### src/logic/panel_pacing_pkg.sv
/*
 Constants and carrier types for the panel port pacing block.
 Assumes one 40 MHz interface clock and an active-low asynchronous reset.
*/
// Notes on behaviour
// [RQ1] Idle cycles may be inserted between accesses, set by configuration; the code fixes the gap at two cycles, GAP_CYCLES plus one idle cycle.
// [RQ2] Minimum cycle times count interface clocks with select and strobe held.
// [RQ3] Bus source, one pixel per cycle, one pixel per word: at least 5 cycles.
// [RQ4] Bus source, slower one-pixel patterns or two pixels per word: at least 4.
// [RQ5] Bus source, two pixels per three cycles: at least 6 cycles.
// [RQ6] Display source, one pixel per cycle: at least 4 cycles.
// [RQ7] Display source, one pixel per two or three cycles: at least 3 cycles.
// [RQ8] Display source, two pixels per three cycles: at least 6 cycles.
// [RQ9] Separate bus accesses are separated by at least one idle cycle.
// [RQ10] Read data returns, and select releases, at the end of read cycle time.
// [RQ11] Split 32-bit writes send two halves back to back under one select.
package panel_pacing_pkg;

    // ************************************************************
    // Encodings
    // ************************************************************
    typedef enum logic [1:0] {
        PAT_1PIX_1CYC,
        PAT_1PIX_2CYC,
        PAT_1PIX_3CYC,
        PAT_2PIX_3CYC
    } panel_cycle_pattern_t;

    typedef struct packed {
        logic from_display;
        panel_cycle_pattern_t panel_cycle_pattern;
        logic two_pixels_per_bus_word;
        logic [3:0] read_cycle_time;
        logic [3:0] write_cycle_time;
    } panel_port_config_t;

    typedef struct packed {
        logic is_read;
        logic split;
        logic [31:0] data;
    } access_req_t;

    // ************************************************************
    // Counts
    // ************************************************************
    localparam int CLK_MHZ = 40;
    localparam logic [3:0] MIN_CYC_BUS_FAST = 4'h5;
    localparam logic [3:0] MIN_CYC_BUS_SLOW = 4'h4;
    localparam logic [3:0] MIN_CYC_TWO_THREE = 4'h6;
    localparam logic [3:0] MIN_CYC_DISP_FAST = 4'h4;
    localparam logic [3:0] MIN_CYC_DISP_SLOW = 4'h3;
    localparam logic [3:0] GAP_CYCLES = 4'h1;
    localparam int FIFO_DEPTH = 4;
    localparam int REQ_W = 34;
    localparam logic [15:0] RESET_HALF = 16'h0000;

endpackage

### src/logic/pacing_fifo.sv
/*
 Small synchronous FIFO with valid and ready on both sides.
 Assumes a single clock; both sides handshake on the rising edge.
*/
`timescale 1ns/1ps
`default_nettype none
module pacing_fifo
#(
    parameter int WIDTH = 8,
    parameter int DEPTH = 4
)
(
    input wire logic clk,
    input wire logic rst_n,
    input wire logic in_valid,
    output logic in_ready,
    input wire logic [WIDTH-1:0] in_data,
    output logic out_valid,
    input wire logic out_ready,
    output logic [WIDTH-1:0] out_data
);
    localparam int AW = $clog2(DEPTH);
    logic [WIDTH-1:0] mem [DEPTH];
    logic [AW-1:0] wr_ptr;
    logic [AW-1:0] rd_ptr;
    logic [AW:0] count;
    logic [AW:0] next_count;
    logic push;
    logic pop;

    assign next_count = count + (AW+1)'(push) - (AW+1)'(pop);
    assign out_valid = (count != '0);
    assign out_data = mem[rd_ptr];
    assign push = in_valid && in_ready;
    assign pop = out_valid && out_ready;

    always_ff @(posedge clk)
    begin
        if (push)
        begin
            mem[wr_ptr] <= in_data;
        end
    end

    always_ff @(posedge clk or negedge rst_n)
    begin
        if (!rst_n)
        begin
            wr_ptr <= '0;
            rd_ptr <= '0;
            count <= '0;
            in_ready <= 1'b1;
        end
        else
        begin
            if (push)
            begin
                wr_ptr <= (wr_ptr == AW'(DEPTH-1)) ? '0 : wr_ptr + 1'b1;
            end
            if (pop)
            begin
                rd_ptr <= (rd_ptr == AW'(DEPTH-1)) ? '0 : rd_ptr + 1'b1;
            end
            count <= next_count;
            in_ready <= (next_count != (AW+1)'(DEPTH));
        end
    end
endmodule // pacing_fifo
`default_nettype wire

### src/logic/panel_port_cycle_pacing.sv
/*
 Paces accesses from the bus or display source onto the panel port.
 Assumes config is held steady while accesses run; panel read data is
 sampled on the last cycle of each read.
*/
`timescale 1ns/1ps
`default_nettype none
module panel_port_cycle_pacing
    import panel_pacing_pkg::*;
(
    input wire logic clk,
    input wire logic rst_n,
    input wire panel_port_config_t panel_port_config,
    input wire logic req_valid,
    output logic req_ready,
    input wire access_req_t req,
    output logic rd_valid,
    output logic [15:0] rd_data,
    output logic panel_cs_n,
    output logic panel_we_n,
    output logic panel_re_n,
    output logic [15:0] panel_data_out,
    output logic panel_data_oe,
    input wire logic [15:0] panel_data_in,
    output logic busy
);
    // ************************************************************
    // Minimum cycle selection
    // ************************************************************
    function automatic logic [3:0] min_cycles(input panel_port_config_t c);
        logic [3:0] r;
        r = MIN_CYC_BUS_SLOW;
        if (c.panel_cycle_pattern == PAT_2PIX_3CYC)
        begin
            r = MIN_CYC_TWO_THREE; // [RQ5] [RQ8]
        end
        else if (c.from_display)
        begin
            r = (c.panel_cycle_pattern == PAT_1PIX_1CYC) ?
                MIN_CYC_DISP_FAST : MIN_CYC_DISP_SLOW; // [RQ6] [RQ7]
        end
        else if (c.panel_cycle_pattern == PAT_1PIX_1CYC && !c.two_pixels_per_bus_word)
        begin
            r = MIN_CYC_BUS_FAST; // [RQ3]
        end
        else
        begin
            r = MIN_CYC_BUS_SLOW; // [RQ4]
        end
        return r;
    endfunction

    function automatic logic [3:0] max4(input logic [3:0] a, input logic [3:0] b);
        return (a > b) ? a : b;
    endfunction

    // ************************************************************
    // Request FIFO
    // ************************************************************
    logic fifo_valid;
    logic fifo_pop;
    logic [REQ_W-1:0] fifo_data;
    access_req_t cur;

    pacing_fifo #(.WIDTH(REQ_W), .DEPTH(FIFO_DEPTH)) u_fifo (
        .clk(clk),
        .rst_n(rst_n),
        .in_valid(req_valid),
        .in_ready(req_ready),
        .in_data(req),
        .out_valid(fifo_valid),
        .out_ready(fifo_pop),
        .out_data(fifo_data)
    );

    // ************************************************************
    // Access sequencer
    // ************************************************************
    typedef enum logic [1:0] {ST_IDLE, ST_ACCESS, ST_GAP} state_t;
    state_t state;
    logic [3:0] cnt;
    logic [3:0] span;
    logic second_half;
    logic last_cycle;

    assign fifo_pop = (state == ST_IDLE) && fifo_valid;
    assign last_cycle = (state == ST_ACCESS) && (cnt == span - 4'h1);

    always_ff @(posedge clk or negedge rst_n)
    begin
        if (!rst_n)
        begin
            state <= ST_IDLE;
            cnt <= '0;
            span <= '0;
            second_half <= 1'b0;
            cur <= '0;
        end
        else
        begin
            unique case (state)
                ST_IDLE:
                begin
                    if (fifo_valid)
                    begin
                        cur <= fifo_data;
                        cnt <= '0;
                        second_half <= 1'b0;
                        span <= max4(min_cycles(panel_port_config), // [RQ2]
                            fifo_data[REQ_W-1] ? panel_port_config.read_cycle_time
                                               : panel_port_config.write_cycle_time);
                        state <= ST_ACCESS;
                    end
                end
                ST_ACCESS:
                begin
                    if (last_cycle)
                    begin
                        cnt <= '0;
                        if (cur.split && !cur.is_read && !second_half)
                        begin
                            second_half <= 1'b1; // [RQ11]
                        end
                        else
                        begin
                            state <= ST_GAP; // [RQ9] [RQ10]
                        end
                    end
                    else
                    begin
                        cnt <= cnt + 4'h1;
                    end
                end
                ST_GAP:
                begin
                    if (cnt >= GAP_CYCLES - 4'h1)
                    begin
                        cnt <= '0;
                        state <= ST_IDLE; // [RQ9]
                    end
                    else
                    begin
                        cnt <= cnt + 4'h1;
                    end
                end
                default:
                begin
                    state <= ST_IDLE;
                    cnt <= '0;
                end
            endcase
        end
    end

    // ************************************************************
    // Panel pins, registered
    // ************************************************************
    always_ff @(posedge clk or negedge rst_n)
    begin
        if (!rst_n)
        begin
            panel_cs_n <= 1'b1;
            panel_we_n <= 1'b1;
            panel_re_n <= 1'b1;
            panel_data_out <= RESET_HALF;
            panel_data_oe <= 1'b0;
        end
        else
        begin
            if ((state == ST_IDLE && fifo_valid) || (state == ST_ACCESS && !(last_cycle
                && !(cur.split && !cur.is_read && !second_half))))
            begin
                panel_cs_n <= 1'b0; // [RQ11]
                panel_we_n <= (state == ST_IDLE) ? fifo_data[REQ_W-1] : cur.is_read;
                panel_re_n <= (state == ST_IDLE) ? !fifo_data[REQ_W-1] : !cur.is_read;
                panel_data_oe <= (state == ST_IDLE) ? !fifo_data[REQ_W-1] : !cur.is_read;
                if (state == ST_IDLE)
                begin
                    panel_data_out <= fifo_data[15:0];
                end
                else if (last_cycle)
                begin
                    panel_data_out <= cur.data[31:16];
                end
            end
            else
            begin
                panel_cs_n <= 1'b1; // [RQ10]
                panel_we_n <= 1'b1;
                panel_re_n <= 1'b1;
                panel_data_oe <= 1'b0;
            end
        end
    end

    always_ff @(posedge clk or negedge rst_n)
    begin
        if (!rst_n)
        begin
            rd_valid <= 1'b0;
            rd_data <= RESET_HALF;
        end
        else
        begin
            rd_valid <= last_cycle && cur.is_read; // [RQ10]
            if (last_cycle && cur.is_read)
            begin
                rd_data <= panel_data_in;
            end
        end
    end

    always_ff @(posedge clk or negedge rst_n)
    begin
        if (!rst_n)
        begin
            busy <= 1'b0;
        end
        else
        begin
            busy <= (state != ST_IDLE) || fifo_valid;
        end
    end
endmodule // panel_port_cycle_pacing
`default_nettype wire
### config.mk
export PLATFORM = sky130hd
export DESIGN_NAME = panel_port_cycle_pacing
export DESIGN_NICKNAME = d
export VERILOG_FILES = /design/src/logic/panel_pacing_pkg.sv /design/src/logic/pacing_fifo.sv /design/src/logic/panel_port_cycle_pacing.sv
export SDC_FILE = /design/constraint.sdc
export NUM_CORES = 1
export LEC_CHECK = 0
export BUFFER_PORTS_ARGS = -buffer_cell sky130_fd_sc_hd__clkbuf_2
export CELL_PAD_IN_SITES_DETAIL_PLACEMENT = 0
export CELL_PAD_IN_SITES_GLOBAL_PLACEMENT = 1
export CORE_MARGIN = 5
export CORE_UTILIZATION = 49
export CTS_CLUSTER_DIAMETER = 100
export CTS_CLUSTER_SIZE = 12
export DETAILED_ROUTE_END_ITERATION = 10
export PLACE_DENSITY = 0.88
export SETUP_SLACK_MARGIN = 0.1
export SYNTH_ARGS = -nofsm -noshare
export SYNTH_HDL_FRONTEND = slang
export SYNTH_SLANG_ARGS = --single-unit
### constraint.sdc
create_clock -name clk -period 3.01 [get_ports clk]
set_input_delay 0.4515 -clock clk [delete_from_list [all_inputs] [get_ports clk]]
set_output_delay 0.4515 -clock clk [all_outputs]
set_load 0.01 [all_outputs]
* Word level (Yosys, flattened, before mapping) *
Memory sizes are Yosys's and may differ from the RTL's.
Cells that the tools add are included.

word-level totals
  flip-flop bits (word level) = 91
  latch bits = 0
  memory bits (writable) = 136
  ROM bits = 0
  output and inout bits = 39
  memories = 1

memory list
  memory      depth  bits a word  read ports  clocked after Yosys merged registers in  wr ports  RTL line           text
  u_fifo.mem  4      34           1           0                                        1         pacing_fifo.sv:23  logic [WIDTH-1:0] mem [DEPTH];

cells by class
  add/sub/neg operators = 6
  multipliers = 0
  divide/modulo/power cells = 0
  order comparisons = 2
  eq/ne operators = 12
  shift-type cells = 0
  muxes and demuxes = 33
  bitwise gates (word level) = 0
  reduce and logical (&&, ||, !) cells = 28

operators by type and width
  kind                 count
  $mux 16              2
  $mux 4               7
  $mux 1               12
  $mux 2               6
  $pmux 4 s3           1
  $logic_and 1x1->1    10
  $mux 3               3
  $eq 2x2->1 const B   4
  $ne 2x2->1 const B   4
  $reduce_and 4->1     2
  $logic_not 1->1      6
  $pmux 2 s3           1
  $reduce_bool 2->1    3
  $add 2x1->2 const B  2
  $add 4x1->4 const B  1
  $eq 4x4->1           1
  $ge 4x1->1 const B   1
  $gt 4x4->1           1
  $logic_not 2->1      2
  $reduce_and 2->1     2
  $sub 4x1->4 const B  1
  $add 3x1->3          1
  $ne 3x3->1 const B   1
  $reduce_bool 3->1    1
  5 further kinds      6

* Logic depth before layout (Yosys ltp) *
Gate-level depths: netlist of the first run.

  word-level depth = 9
  depth in mapped cells = 11
  depth with buffers taken out = 10

* By module *
From an unflattened synthesis of the first run, not the netlist that was laid out.

unflattened totals
  cell total of the unflattened synthesis = 439
  area, all modules = 8448.1 um^2

by module, submodules not included
  module                   instances  cells each  area an instance (um^2)  seq. area each (um^2)
  pacing_fifo              1          216         5420.2                   4285.4
  panel_port_cycle_pacing  1          223         3027.9                   1680.4

* Worst setup path before layout of the first run *
No wires, ideal clock.

  kind = reg2reg
  start = reg u_fifo.rd_ptr[0]
  end = reg span[0]
  data arrival time = 2.343 ns
  required time = 2.884 ns
  setup slack = 0.540 ns
  stages on the path, launching flop included = 10
  path through = dfrtp_1 -> clkbuf_1 -> mux4_2 -> mux2i_1 -> ha_1 -> nor2b_1 -> o21a_1 -> o211ai_1 -> nor2b_1 -> o22ai_1

on the way
  cells in the longest elaborated chain, start to end = 4

RTL lines
  what                    RTL line                        text
  from (decl)             pacing_fifo.sv:25               logic [AW-1:0] rd_ptr;
  from (signal assigned)  pacing_fifo.sv:62               rd_ptr <= (rd_ptr == AW'(DEPTH-1)) ? '0 : rd_ptr + 1'b1;
  $mem_v2 4x34 (*)        n/a
  $mux 4 (*)              panel_port_cycle_pacing.sv:110  fifo_data[REQ_W-1] ? panel_port_config.read_cycle_time
  $gt 4x4->1              panel_port_cycle_pacing.sv:54   return (a > b) ? a : b;
  $mux 4 (*)              panel_port_cycle_pacing.sv:54
  to (signal assigned)    panel_port_cycle_pacing.sv:109  span <= max4(min_cycles(panel_port_config),
  to (decl)               panel_port_cycle_pacing.sv:82   logic [3:0] span;

Mark *: on every way between the ends. The rest lies on a longest branch, timed or not.
A chain may end at the register's enable or synchronous reset.

* Final worst setup path of the first run *
  start = reg span[0]
  end = reg panel_data_out[4]

on the way
  cells in the longest elaborated chain, start to end = 8
  elaborated cells on any way between the ends = 9

RTL lines
  what                            RTL line                        text
  $sub 4x1->4 (*)                 panel_port_cycle_pacing.sv:87   assign last_cycle = (state == ST_ACCESS) && (cnt == span - 4'h1);
  $eq 4x4->1 (*)                  panel_port_cycle_pacing.sv:87
  $logic_and 1x1->1 (*)           panel_port_cycle_pacing.sv:87
  $logic_and 1x1->1               panel_port_cycle_pacing.sv:171  && !(cur.split && !cur.is_read && !second_half))))
  $logic_not 1->1                 panel_port_cycle_pacing.sv:170  if ((state == ST_IDLE && fifo_valid) || (state == ST_ACCESS && !(last_cycle
  $logic_and 1x1->1               panel_port_cycle_pacing.sv:170
  $logic_or 1x1->1                panel_port_cycle_pacing.sv:170
  $reduce_and 2->1 (no line) (*)  n/a
  to (signal assigned)            panel_port_cycle_pacing.sv:179  panel_data_out <= fifo_data[15:0];
  to (signal assigned)            panel_port_cycle_pacing.sv:183  panel_data_out <= cur.data[31:16];
  to (decl)                       panel_port_cycle_pacing.sv:22   output logic [15:0] panel_data_out,

Marked as above.

==> results.json, run 1 <==
{
  "grt_pass1_vias": 5161,
  "ys.flop_type": "edfxtp_1",
  "hold_viol": 0,
  "nets": 712,
  "area_delta_synth_final_pct": 15.9,
  "tightest_slew_ns": 0.993,
  "synth-seq-area-share": 0.706,
  "vias": 4693,
  "syn_area_sq_mm": 0.00845,
  "synth.distinct_cells": 51,
  "drv_slew": 0,
  "fmax_ghz": 0.391,
  "min_path_type": "in2async",
  "clock_latency_ns": 0.49,
  "wl_per_cell_um": 19.2,
  "die_w_um": 141,
  "numPlacedInstances": 836,
  "synthArstFlopShare": 0.355,
  "p_leak_nw": 3.96,
  "fp-row-count": 48,
  "path_clk_slew_ns": 0.06,
  "worstPathArrival_ns": 2.93,
  "cts.path.max_buffers": 3,
  "via_per_inst": 5.37,
  "crit_required_ns": 3.38,
  "drive_above_1_share": 0.307,
  "initial_utilization": 0.494,
  "hold_buffers": 0,
  "cts_resized": 0,
  "drtAntennaViolNets": 0,
  "final_common_cell": "edfxtp_1",
  "post-cts-setup-buffers": 0,
  "crit_path_start": "span[0]",
  "cts_tree": "done",
  "max-slew-margin-rel": 0.338,
  "n_fill_cell": 1337,
  "numCtsBuffers": 21,
  "placement.io_buffers": 103,
  "grt_max_degree": 76,
  "finalCritPeriodShare": 0.851,
  "setup.worst_path.end": "panel_data_out[4]",
  "drtIter0Drc": 280,
  "num_io_pins": 104,
  "die_h_um": 141,
  "finalClockSkew_ns": 0.0202,
  "cts-root-buf": "clkbuf_16",
  "finalSetupTns_ns": 0,
  "endpoint_kind": "flop",
  "pre_cts_slack_ns": 0.472,
  "wl_um": 16800,
  "dieArea_sq_mm": 0.0200,
  "place_congestion": 0.795,
  "period_needed_ns": 2.56,
  "clkSinkCount": 211,
  "grt_usage": 0.172,
  "antenna_found_initial": 0,
  "rrSetupSlack_ns": 0.45,
  "startpoint_type": "flop",
  "cap_violations": 0,
  "syn-num-nets": 600,
  "synth-edff-count": 136,
  "timing.final.ws_setup_ns": 0.449,
  "yosysWarnings": 0,
  "r2r-end": "panel_data_out[4]",
  "grt_overflow": 0,
  "core_sq_mm": 0.0171,
  "avgSynthCellArea_sq_um": 16.2,
  "regArea_sq_mm": 0.00597,
  "reg2regPathDepth": 8,
  "setup_violations": 0,
  "htree_levels": 1,
  "num_antenna_cells": 0,
  "hold_ws_ns": 0.127,
  "hpwl_um": 10600,
  "crit_type": "reg2reg",
  "path_max_fanout": 16,
  "synth_cells": 522,
  "status": "complete, no violations",
  "peakVddDrop_mv": 0.537,
  "multi_input_area_sq_mm": 0.00231,
  "grt_pass1_wl_um": 27300,
  "r2r_start": "span[0]",
  "powerDensity_mw_per_mm2": 1010,
  "final_cells": 874,
  "final_cell_mix": "edfxtp_1 (136), clkbuf_2 (102), nand2_1 (86)",
  "route.detailed.drc": 0,
  "firstDrtPassIters": 4,
  "yosys_register_bits": 211,
  "grt_setup_unrepaired": "no"
}
[flip-flops by register name (all words and copies together), names as in the netlist, 2 cells and up]
register        count
span                4
cnt                 4
cur                18
u_fifo.rd_ptr       2
u_fifo.mem        136
rd_data            16
u_fifo.count        3
panel_data_out     16
u_fifo.wr_ptr       2
state               2
[Yosys cell counts (2+ instances only)]
cell type | number | area [sq um]
or3_1 | 3 | 18.8
nor2_1 | 4 | 15.0
a21oi_1 | 2 | 10.0
a21o_1 | 2 | 15.0
nand2b_1 | 3 | 18.8
nand2_1 | 86 | 323
and3_1 | 4 | 25.0
nand3_1 | 3 | 15.0
inv_1 | 12 | 45.0
mux4_2 | 18 | 405
o22ai_1 | 3 | 18.8
ha_1 | 12 | 150
o21ai_0 | 10 | 50.1
nor2b_1 | 4 | 25.0
mux2_4 | 9 | 135
dfrtp_1 | 71 | 1780
dfstp_2 | 4 | 105
mux2_2 | 25 | 282
nor3_1 | 4 | 20.0
clkbuf_1 | 13 | 48.8
edfxtp_1 | 136 | 4080
and2_1 | 4 | 25.0
buf_6 | 2 | 22.5
o221ai_1 | 16 | 140
xnor2_1 | 4 | 35.0
xor2_1 | 3 | 26.3
buf_2 | 6 | 30.0
mux2i_1 | 36 | 360
[logic make-up after synthesis]
group | count (synthesis) | share of synthesized area
DFF | 211 | 0.706
and+or+nand+nor | 122 | 0.0648
muxes | 88 | 0.140
AOI/OAI and AO/OA | 43 | 0.0385
buffers and inverters | 36 | 0.0206
adders and majority gates | 14 | 0.0213
xor gates and xnor gates | 8 | 0.00918
[power by group]
part,internal (W),switching (W)
Clock,0.00131,0.000995
Sequential,0.00397,0.000389
Combinational,0.00144,0.00180
Total,0.00673,0.00318
[how the worst min path moves through the flow]
stage                   endpoint  slack [ns]
3_3_place_gp             cur[23]        0.46
5_1_grt        u_fifo.mem[2][25]        0.16
4_1_cts         u_fifo.mem[0][1]        0.16
6_report        u_fifo.rd_ptr[1]        0.13
3_5_place_dp             cur[24]        0.47
2_1_floorplan               busy        0.16
[layout make-up]
type | count | share of cell area
inverter | 13 | 0.00498
tap | 225 | 0.0287
clock inverter | 2 | 0.00153
timing repair buffer | 112 | 0.0598
sequential | 211 | 0.609
multi-input combinational | 275 | 0.236
clock buffer | 36 | 0.0594
[per-stage QoR]
step / instance area (sq um) / util / power, W
after floorplan: 8450 / - / 0.00669
after global placement: 9200 / 0.537 / 0.00751
after detailed placement: 9200 / 0.537 / 0.00769
after CTS: 9790 / 0.572 / 0.0100
after global routing: 9790 / 0.572 / 0.0105
final: 9790 / 0.572 / 0.00991
[critical path, stage by stage, from the launching register on]
cell	delay [ns]
dfrtp_1	0.37
inv_1	0.07
ha_1	0.31
xnor2_1	0.15
nor4_1	0.35
a22oi_2	0.32
a21oi_4	0.21
buf_4	0.27
mux2_2	0.38
[routing by layer]
metal / global-route usage / wire length (um) / vias up
met1: 0.221 / 6790 / 2374
met2: 0.304 / 8690 / 125
met4: 0.0372 / 238 / 0
met3: 0.0354 / 1100 / 16
li1: - / - / 2178
met5: 0 / 0 / -
No activity file was read; power rests on OpenSTA's default activity.
==> run 2, diff against run 1 <==
- BUFFER_PORTS_ARGS: -buffer_cell sky130_fd_sc_hd__clkbuf_2 -> -buffer_cell sky130_fd_sc_hd__buf_2
- CORE_UTILIZATION: 49 -> 52
- GPL_ROUTABILITY_DRIVEN: unset -> 0
- PLACE_DENSITY: 0.88 -> 0.92
- clock period: 3.01 -> 3 ns (I/O delays scaled with it)
==> run 2 against run 1 <==
Against the previous run: non-clock buffer count unchanged; via count up 0.68%; global-route usage up 0.97 points; clock power about the same; sequential power about the same; worst hold slack worse by 0.0052 ns; sequential share of layout area up 0.055 points; power about the same; die area down 5.4%; worst setup slack worse by 0.0023 ns.
==> results.json, run 2 (synthesis results as in run 1) <==
{
  "route.detailed.drc": 0,
  "use_met3": 0.0405,
  "initial_utilization": 0.530,
  "status": "complete, no violations",
  "via_per_inst": 5.46,
  "area_delta_synth_final_pct": 15.7,
  "path_buf_inv": 2,
  "nets": 712,
  "hold_viol": 0,
  "pre_cts_slack_ns": 0.482,
  "wl_per_cell_um": 19.1,
  "drive_above_1_share": 0.307,
  "hpwl_um": 10400,
  "use_met1": 0.235,
  "cp_slowest_cell": "dfrtp_1",
  "num_io_pins": 104,
  "p_leak_nw": 3.94,
  "crit_path_start": "span[0]",
  "vias": 4725,
  "stdcell_area_sq_mm": 0.00978,
  "total_power_w": 0.00991,
  "finalSetupTns_ns": 0,
  "busiest_layer": "met2",
  "startpoint_type": "flop",
  "setup_violations": 0,
  "path_clk_slew_ns": 0.06,
  "cp_slowest_stage_delay_ns": 0.39,
  "final_cell_mix": "edfxtp_1 (136), buf_2 (102), nand2_1 (86)",
  "worstPathArrival_ns": 2.93,
  "crit_family": "compound AO/OA/AOI/OAI gates",
  "peakVddDrop_mv": 0.477,
  "hold_buffers": 0,
  "max-slew-margin-rel": 0.352,
  "powerDensity_mw_per_mm2": 1010,
  "worstPathCellList": "inv_1 > ha_1 > xnor2_1 > nor4b_1 > a22oi_2 > a21oi_4 > buf_4 > mux2_2",
  "path_max_fanout": 16,
  "reg.largest.list": "u_fifo.mem (136), cur (18)",
  "grt_pass1_wl_um": 26500,
  "post-cts-setup-buffers": 0,
  "die_h_um": 138,
  "grt_max_degree": 76,
  "fp-row-count": 46,
  "cts_resized": 0,
  "wl_um": 16500,
  "r2r_start": "span[0]",
  "clock_latency_ns": 0.49,
  "grt_pass1_vias": 5036,
  "finalCritPeriodShare": 0.851,
  "die_w_um": 138,
  "min_path_type": "in2async",
  "grt_usage": 0.182,
  "drtIter0Drc": 228,
  "cts_tree": "done",
  "clkSinkCount": 211,
  "fmax_ghz": 0.392,
  "cts.path.max_buffers": 3,
  "fin_util": 0.614,
  "core_sq_mm": 0.0159,
  "grt_overflow": 0,
  "htree_levels": 1,
  "endpoint_kind": "flop",
  "period_needed_ns": 2.55,
  "finalClockSkew_ns": 0.0210,
  "grt_setup_unrepaired": "no",
  "final_common_cell": "edfxtp_1",
  "timing.final.ws_setup_ns": 0.447,
  "crit_required_ns": 3.37,
  "drv_slew": 0,
  "placed_area_sq_mm": 0.00919,
  "dieArea_sq_mm": 0.0189,
  "largest_reg_flops": 136,
  "largest-register": "u_fifo.mem",
  "placement.io_buffers": 103,
  "firstDrtPassIters": 6,
  "tightest_slew_ns": 0.972,
  "drtAntennaViolNets": 0,
  "crit_type": "reg2reg",
  "met2_usage": 0.310,
  "cts-root-buf": "clkbuf_16",
  "numCtsBuffers": 21,
  "antenna_found_initial": 1,
  "cap_violations": 0
}
==> run 2: changes by cell type in the layout (fill, tap and decap cells not counted) <==
cell | previous run | this run
buf_2 | 0 | 102
diode_2 | 0 | 1
clkbuf_2 | 102 | 0
==> run 2: path summary, 6_finish.rpt <==
path	endpoint	slack (ns)	cells past startpoint
min in group clk	u_fifo.mem[1][28]	0.17	1
max in group asynchronous	u_fifo.rd_ptr[1]	2.23	1
max reg2reg	panel_data_out[2]	0.45	8
min reg2reg	cur[24]	0.47	2
min	u_fifo.rd_ptr[0]	0.12	1
max	panel_data_out[2]	0.45	8
==> run 2: cell type report <==
| cell class | count | area (sq um) |
|---|---|---|
| Antenna cell | 1 | 2.50 |
| Clock buffer | 36 | 582 |
| Clock inverter | 2 | 15.0 |
| Fill cell | 1147 | 6160 |
| Inverter | 13 | 48.8 |
| Multi-Input combinational cell | 275 | 2310 |
| Sequential cell | 211 | 5970 |
| Tap cell | 216 | 270 |
| Timing Repair Buffer | 112 | 586 |
==> run 2: per-stage QoR <==
stage	instances	hold slack [ns]
floorplan	522	0.154
global placement	827	0.462
detailed placement	827	0.463
CTS	865	0.156
global route	865	0.149
finish	866	0.122
==> run 2: worst register-to-register path, delay by kind of cell, from the launching register on <==
| family | cells | cell delay [ns] |
|---|---|---|
| buffers and inverters | 2 | 0.34 |
| muxes | 1 | 0.38 |
| and+or+nand+nor | 1 | 0.38 |
| DFF | 1 | 0.39 |
| AOI/OAI and AO/OA | 2 | 0.50 |
| xor gates and xnor gates | 1 | 0.15 |
| adders and majority gates | 1 | 0.30 |
==> run 2: power by group <==
part           internal (W)  total (W)  leakage (nW)  switching (W)
sequential          0.00399    0.00437          2.16       0.000387
clock               0.00132    0.00230         0.286       0.000983
combinational       0.00145    0.00323          1.50        0.00179
total               0.00675    0.00991          3.94        0.00316
==> run 2: per-layer routing <==
layer  part of all wire  vias to the layer above
li1                   -                     2173
met1               0.41                     2404
met2               0.52                      123
met3              0.054                       23
met4              0.014                        2
met5            0.00079                        -
